--- config.mk ---
export PLATFORM = sky130hd
export DESIGN_NAME = cpt_timer
export DESIGN_NICKNAME = d
export VERILOG_FILES = /design/src/cpt_pkg.sv /design/src/cpt_phase_if.sv /design/src/cpt_phase_window.sv /design/src/cpt_timer.sv
export VERILOG_INCLUDE_DIRS = /design/src
export SDC_FILE = /design/constraint.sdc
export NUM_CORES = 1
export LEC_CHECK = 0
export ABC_AREA = 1
export BUFFER_PORTS_ARGS = -buffer_cell sky130_fd_sc_hd__buf_2
export CELL_PAD_IN_SITES_DETAIL_PLACEMENT = 0
export CELL_PAD_IN_SITES_GLOBAL_PLACEMENT = 1
export CORE_MARGIN = 2
export CORE_UTILIZATION = 25
export CTS_CLUSTER_DIAMETER = 30
export DETAILED_ROUTE_END_ITERATION = 6
export PLACE_DENSITY_LB_ADDON = 0.25
export SLEW_MARGIN = 30
export SYNTH_ARGS = -nofsm -noshare
export SYNTH_HDL_FRONTEND = slang
export SYNTH_SLANG_ARGS = --single-unit
--- constraint.sdc ---
create_clock -name clk_i -period 1.97 [get_ports clk_i]
set_clock_uncertainty 0.2 [all_clocks]
set_input_delay 0 -clock clk_i [delete_from_list [all_inputs] [get_ports clk_i]]
set_output_delay 0 -clock clk_i [all_outputs]
set_load 0.02 [all_outputs]
--- src/cpt_consts.svh ---
`ifndef CPT_CONSTS_SVH
`define CPT_CONSTS_SVH

// register indices; byte address is four times the index
`define CPT_IDX_CH2_AMB_CONV_END   6'h10
`define CPT_IDX_CH1_CONV_START     6'h11
`define CPT_IDX_CH1_CONV_END       6'h12
`define CPT_IDX_CH1_AMB_CONV_START 6'h13
`define CPT_IDX_CH1_AMB_CONV_END   6'h14
`define CPT_IDX_RST0_START         6'h15
`define CPT_IDX_RST0_END           6'h16
`define CPT_IDX_RST1_START         6'h17
`define CPT_IDX_RST1_END           6'h18
`define CPT_IDX_RST2_START         6'h19
`define CPT_IDX_RST2_END           6'h1a
`define CPT_IDX_CONTROL            6'h1e
`define CPT_IDX_STATUS             6'h30

// count slots: slot = index - first index
`define CPT_IDX_FIRST              6'h10
`define CPT_IDX_LAST               6'h1a
`define CPT_NUM_COUNTS             11
`define CPT_COUNT_W                16
`define CPT_COUNT_RESET            16'h0000

// control and status fields
`define CPT_CTRL_RUN_BIT           8
`define CPT_STAT_RUN_BIT           16
`define CPT_STAT_COUNT_MSB         15

// timing
`define CPT_CLK_HZ                 20000000
`define CPT_TIMER_HZ               4000000
`define CPT_TICK_DIV               (`CPT_CLK_HZ / `CPT_TIMER_HZ)
`define CPT_PRESC_W                3

`endif

--- src/cpt_pkg.sv ---
`include "cpt_consts.svh"

package cpt_pkg;

    typedef enum logic [1:0] {
        CPT_BUS_IDLE = 2'b01,
        CPT_BUS_ACK  = 2'b10
    } cpt_bus_state_t;

    typedef logic [`CPT_COUNT_W-1:0] cpt_count_t;

    typedef struct packed {
        cpt_bus_state_t                         bus;
        logic                                   ack;
        logic [31:0]                            rdata;
        logic                                   run;
        logic [`CPT_PRESC_W-1:0]                presc;
        logic                                   tick;
        cpt_count_t                             count;
        logic                                   c2end;
        logic [`CPT_NUM_COUNTS-1:0][`CPT_COUNT_W-1:0] cnt;
    } cpt_state_t;

    typedef struct packed {
        logic active;
    } cpt_win_state_t;

endpackage

--- src/cpt_phase_if.sv ---
`include "cpt_consts.svh"

interface cpt_phase_if;
    logic                    run;
    logic [`CPT_COUNT_W-1:0] count;
    logic [`CPT_COUNT_W-1:0] start_cnt;
    logic [`CPT_COUNT_W-1:0] end_cnt;
    logic                    active;

    modport timer  (output run, count, start_cnt, end_cnt, input active);
    modport window (input run, count, start_cnt, end_cnt, output active);
endinterface

--- src/cpt_phase_window.sv ---
`include "cpt_consts.svh"

module cpt_phase_window (
    input  wire logic          clk_i,
    input  wire logic          rst_i,
    cpt_phase_if.window        ph
);
    cpt_pkg::cpt_win_state_t st_r;
    cpt_pkg::cpt_win_state_t st_nxt;

    always_comb begin
        st_nxt = st_r;
        if (!ph.run) begin
            st_nxt.active = 1'b0;
        end else if (ph.count == ph.end_cnt) begin
            // end wins when start and end coincide: no zero-width glitch
            st_nxt.active = 1'b0;
        end else if (ph.count == ph.start_cnt) begin
            st_nxt.active = 1'b1;
        end
    end

    always_ff @(posedge clk_i) begin
        if (rst_i) begin
            st_r <= '0;
        end else begin
            st_r <= st_nxt;
        end
    end

    assign ph.active = st_r.active;
endmodule

--- src/cpt_timer.sv ---
// Design decision made here: register access over Wishbone.
`include "cpt_consts.svh"

module cpt_timer (
    input  wire logic        clk_i,
    input  wire logic        rst_i,
    input  wire logic        wb_cyc_i,
    input  wire logic        wb_stb_i,
    input  wire logic        wb_we_i,
    input  wire logic [7:0]  wb_adr_i,
    input  wire logic [3:0]  wb_sel_i,
    input  wire logic [31:0] wb_dat_i,
    output wire logic [31:0] wb_dat_o,
    output wire logic        wb_ack_o,
    input  wire logic [15:0] repetition_period_length_i,
    output wire logic [15:0] period_count_o,
    output wire logic        timer_tick_o,
    output wire logic        timer_run_enable_o,
    output wire logic        chan1_conv_o,
    output wire logic        chan1_amb_conv_o,
    output wire logic [2:0]  conv_reset_o,
    output wire logic        chan2_amb_conv_end_o
);
    localparam int NUM_WIN = 5;

    cpt_pkg::cpt_state_t st_r;
    cpt_pkg::cpt_state_t st_nxt;

    logic [5:0]        idx;
    logic              in_counts;
    logic [3:0]        slot;
    logic [31:0]       rd_word;
    logic [NUM_WIN-1:0] win_active;

    assign idx       = wb_adr_i[7:2];
    assign in_counts = (idx >= `CPT_IDX_FIRST) && (idx <= `CPT_IDX_LAST);
    assign slot      = 4'(idx - `CPT_IDX_FIRST);

    // read data: counts occupy bits 15:0; above that only the status run bit 16 can read non-zero
    always_comb begin
        rd_word = 32'h0000_0000;
        if (in_counts) begin
            rd_word[15:0] = st_r.cnt[slot];
        end else if (idx == `CPT_IDX_CONTROL) begin
            rd_word[`CPT_CTRL_RUN_BIT] = st_r.run;
        end else if (idx == `CPT_IDX_STATUS) begin
            rd_word[`CPT_STAT_COUNT_MSB:0] = st_r.count;
            rd_word[`CPT_STAT_RUN_BIT]     = st_r.run;
        end
    end

    always_comb begin
        st_nxt       = st_r;
        st_nxt.ack   = 1'b0;
        st_nxt.tick  = 1'b0;
        st_nxt.c2end = 1'b0;

        // bus: answer one cycle after the request, commit on the ack edge
        case (st_r.bus)
            cpt_pkg::CPT_BUS_IDLE: begin
                if (wb_cyc_i && wb_stb_i) begin
                    st_nxt.ack   = 1'b1;
                    st_nxt.rdata = rd_word;
                    st_nxt.bus   = cpt_pkg::CPT_BUS_ACK;
                end
            end
            cpt_pkg::CPT_BUS_ACK: begin
                st_nxt.bus = cpt_pkg::CPT_BUS_IDLE;
                if (wb_cyc_i && wb_stb_i && wb_we_i) begin
                    // bits 31:16 are not stored: software keeps them zero
                    if (in_counts) begin
                        if (wb_sel_i[0]) begin
                            st_nxt.cnt[slot][7:0] = wb_dat_i[7:0];
                        end
                        if (wb_sel_i[1]) begin
                            st_nxt.cnt[slot][15:8] = wb_dat_i[15:8];
                        end
                    end else if (idx == `CPT_IDX_CONTROL && wb_sel_i[1]) begin
                        st_nxt.run = wb_dat_i[`CPT_CTRL_RUN_BIT];
                    end
                end
            end
            default: begin
                st_nxt.bus = cpt_pkg::CPT_BUS_IDLE;
            end
        endcase

        // period counter: one step per 4-MHz tick derived from clk_i
        if (!st_r.run) begin
            st_nxt.presc = '0;
            st_nxt.count = '0;
        end else if (st_r.presc == `CPT_PRESC_W'(`CPT_TICK_DIV - 1)) begin
            st_nxt.presc = '0;
            st_nxt.tick  = 1'b1;
            // period length is trusted to lie in the legal range
            if (st_r.count >= repetition_period_length_i) begin
                st_nxt.count = '0;
            end else begin
                st_nxt.count = st_r.count + 16'h0001;
            end
        end else begin
            st_nxt.presc = st_r.presc + `CPT_PRESC_W'(1);
        end

        // first clk of each count value, so the pulse is one cycle wide
        st_nxt.c2end = st_r.run && (st_r.presc == '0)
                       && (st_r.count == st_r.cnt[0]);
    end

    always_ff @(posedge clk_i) begin
        if (rst_i) begin
            st_r     <= '0;
            st_r.bus <= cpt_pkg::CPT_BUS_IDLE;
            st_r.cnt <= '0;
        end else begin
            st_r <= st_nxt;
        end
    end

    // window w uses slots 2w+1 (start) and 2w+2 (end)
    genvar w;
    generate
        for (w = 0; w < NUM_WIN; w++) begin : g_win
            cpt_phase_if ph ();
            assign ph.run       = st_r.run;
            assign ph.count     = st_r.count;
            assign ph.start_cnt = st_r.cnt[2*w+1];
            assign ph.end_cnt   = st_r.cnt[2*w+2];
            assign win_active[w] = ph.active;
            cpt_phase_window u_win (
                .clk_i (clk_i),
                .rst_i (rst_i),
                .ph    (ph)
            );
        end
    endgenerate

    assign wb_dat_o             = st_r.rdata;
    assign wb_ack_o             = st_r.ack;
    assign period_count_o       = st_r.count;
    assign timer_tick_o         = st_r.tick;
    assign timer_run_enable_o   = st_r.run;
    assign chan1_conv_o         = win_active[0];
    assign chan1_amb_conv_o     = win_active[1];
    assign conv_reset_o         = win_active[4:2];
    assign chan2_amb_conv_end_o = st_r.c2end;
endmodule

==> metrics.txt <==
status finished, final reports clean; Async SR Flop Fraction 0%; unrepaired setup endpoints after global routing true; Synth Area per Inst 5.87 um^2; antenna violations before repair 1; top cell type's share of synthesized area 30.6%; H-tree depth 3; clock sink count 223; most frequent cells in the layout nand2_1 (921), nor2_1 (494), inv_1 (249); total power 16.8 mW; Routed Wire Length 57,700 um; sequential share of the synthesized area 30.6%; WL/cell 16.8 um; CTS Buffer Depth 3; Via density 4.36; min-delay src repetition_period_length_i[15]; type of the worst setup path reg -> reg; Worst Path Required 2250 ps; final worst path period need 1890 ps; Final Hold Vio Count 0; drt drc 0; Hold Worst Slack 45.1 ps; Inserted Clock Buffers 69; Placed Cells 3,284; first-pass GRT wire length 87,800 um; Core Box Area 57,700 um^2; post-synthesis cell area 14,600 um^2; WP data arrival 2170 ps; Hold WC Path Type in -> reg; Max-Cap Viols 0; Area Growth Syn to Fin 30.3%; Clock transition at path regs 40 ps; ANT nets after route 0; Synth area leaders dfxtp_1 (31%), nand2_1 (24%), nor2_1 (13%); CP max FO 13; startpoint types flop; Crit. End Element flop; total gr overflow 0; Post-synth EDFFs 0; RePlAce Congestion 0.834; fin cells 3,440; vias 15,000; post-synthesis cell count 2,482; die height 245 um; most common cell after layout, fill and taps aside nand2_1; Tot GR Track Use 19.2%; # IOs 122; initial drt markers 901; Pre-antenna DRT Iters 5; DPL Wire Length 41,800 um; Starting Density 25.3%; Final Setup Violations 0; # rows 88; Leak 10.2 nW; clk_lat worst skew 590 ps; via count of the first global-routing pass 14,400; f_max 530 MHz; Port Buffers 86; CP Launch Point period_count_o[6]; share of post-route cells with drive strength above 1 14.4%; Final #Nets 2,705; pin count of the biggest net entering global routing 41; cell taking the most area after synthesis dfxtp_1; Die ar. 60,200 um^2; post-synth cell types 33; Top FF cell, synth dfxtp_1; reg2reg start period_count_o[6]; final-report max-slew violation count 0; flops & latches, synth 223; Die W 245 um; TritonCTS clock tree done; Final period util 95.8%; maximum vdd drop 0.599 mV; Root Driver clkbuf_16; Synth Warn # 0; PwrDens 885 nW/um^2
## registers in the layout, indices dropped and copies added (netlist names)
signal	cells
chan2_amb_conv_end_o	1
g_win.ph.end_cnt	80
g_win.ph.start_cnt	80
g_win.u_win.ph.active	5
period_count_o	16
st_r	21
timer_run_enable_o	1
timer_tick_o	1
wb_ack_o	1
wb_dat_o	17
## routing by layer
layer	up-vias	share of wire [%]	global-route usage, %
met5	-	0	0
met4	0	1.9	5.37
met3	81	4.9	3.24
met1	6844	48	25.9
li1	7707	-	-
met2	377	45	31.5
## worst max-delay path, cell delays in order, from the launching register on
cell,delay [ps]
dfxtp_2,340
buf_12,150
clkinv_1,110
buf_4,180
nor2_1,50
nor3_1,320
nand2_1,90
nor2_1,140
nand2_1,70
nand2_1,80
nor2_1,50
## layout make-up
cell class	count	area [um^2]
clock inverter	29	408
sequential	223	4470
clock buffer	95	2030
timing repair buffer	235	1910
inverter	261	992
antenna	1	2.50
fill	6328	38700
tap	765	957
multi-input combinational	1831	8230
## stage by stage
step / util, % / area [um^2] / setup slack (ps) / setup TNS (ps)
2_1_floorplan: - / 14600 / 106 / 0
3_3_place_gp: 28.1 / 16200 / -65.1 / -130
3_5_place_dp: 28.1 / 16200 / -37.3 / -66.0
4_1_cts: 32.8 / 18900 / 11.2 / 0
5_1_grt: 32.9 / 19000 / -14.7 / -14.7
6_report: 32.9 / 19000 / 82.4 / 0
## worst paths after layout
kind                              end  slack [ps]  depth (start not counted)
min reg2reg               wb_dat_o[7]         260                          2
max reg2reg  g_win[1].u_win.ph.active          80                         10
min                period_count_o[11]          50                          9
max          g_win[1].u_win.ph.active          80                         10
## cell usage after synthesis, types with 6 or more instances
| master | instances |
|---|---|
| buf_1 | 7 |
| nor2_1 | 502 |
| a21oi_1 | 74 |
| buf_2 | 25 |
| nand3_1 | 70 |
| nand4_1 | 36 |
| xnor2_1 | 41 |
| o22ai_1 | 6 |
| inv_1 | 251 |
| buf_6 | 11 |
| buf_4 | 51 |
| nand2_4 | 12 |
| nor3_1 | 32 |
| clkbuf_1 | 86 |
| xor2_1 | 47 |
| ha_1 | 19 |
| dfxtp_1 | 223 |
| nand2_1 | 921 |
| o21ai_0 | 30 |
| nand4_4 | 10 |
## logic make-up (layout without fill, tap and decap cells)
kind of cell             count (synthesis)  in the layout  share of synthesized area (%)
AO/OA/AOI/OAI                          116            116                           4.16
XOR/XNOR                                88             88                           5.29
adder cells (fa/ha/maj)                 19             19                           1.63
buffers and inverters                  442            620                           13.6
flip-flops                             223            223                           30.6
other                                    1             16                         0.0257
AND/OR/NAND/NOR                       1593           1593                           44.7
## where the power goes
part / switching, mW / leakage (nW) / internal (mW)
Combinational: 0.519 / 7.20 / 0.184
Clock: 3.29 / 1.20 / 8.27
Sequential: 0.00640 / 1.80 / 4.54
## timing repair
| item | 4_1_cts | 5_1_grt |
|---|---|---|
| hold buffers | 27 | 0 |
| buffers inserted | 0 | 4 |
| endpoints found under the hold margin | 223 | 0 |
| gates resized for setup | 3 | 23 |
| endpoints found under the setup margin | 2 | 37 |
| cloned | 0 | 0 |
(Power assumes the default switching activity.)
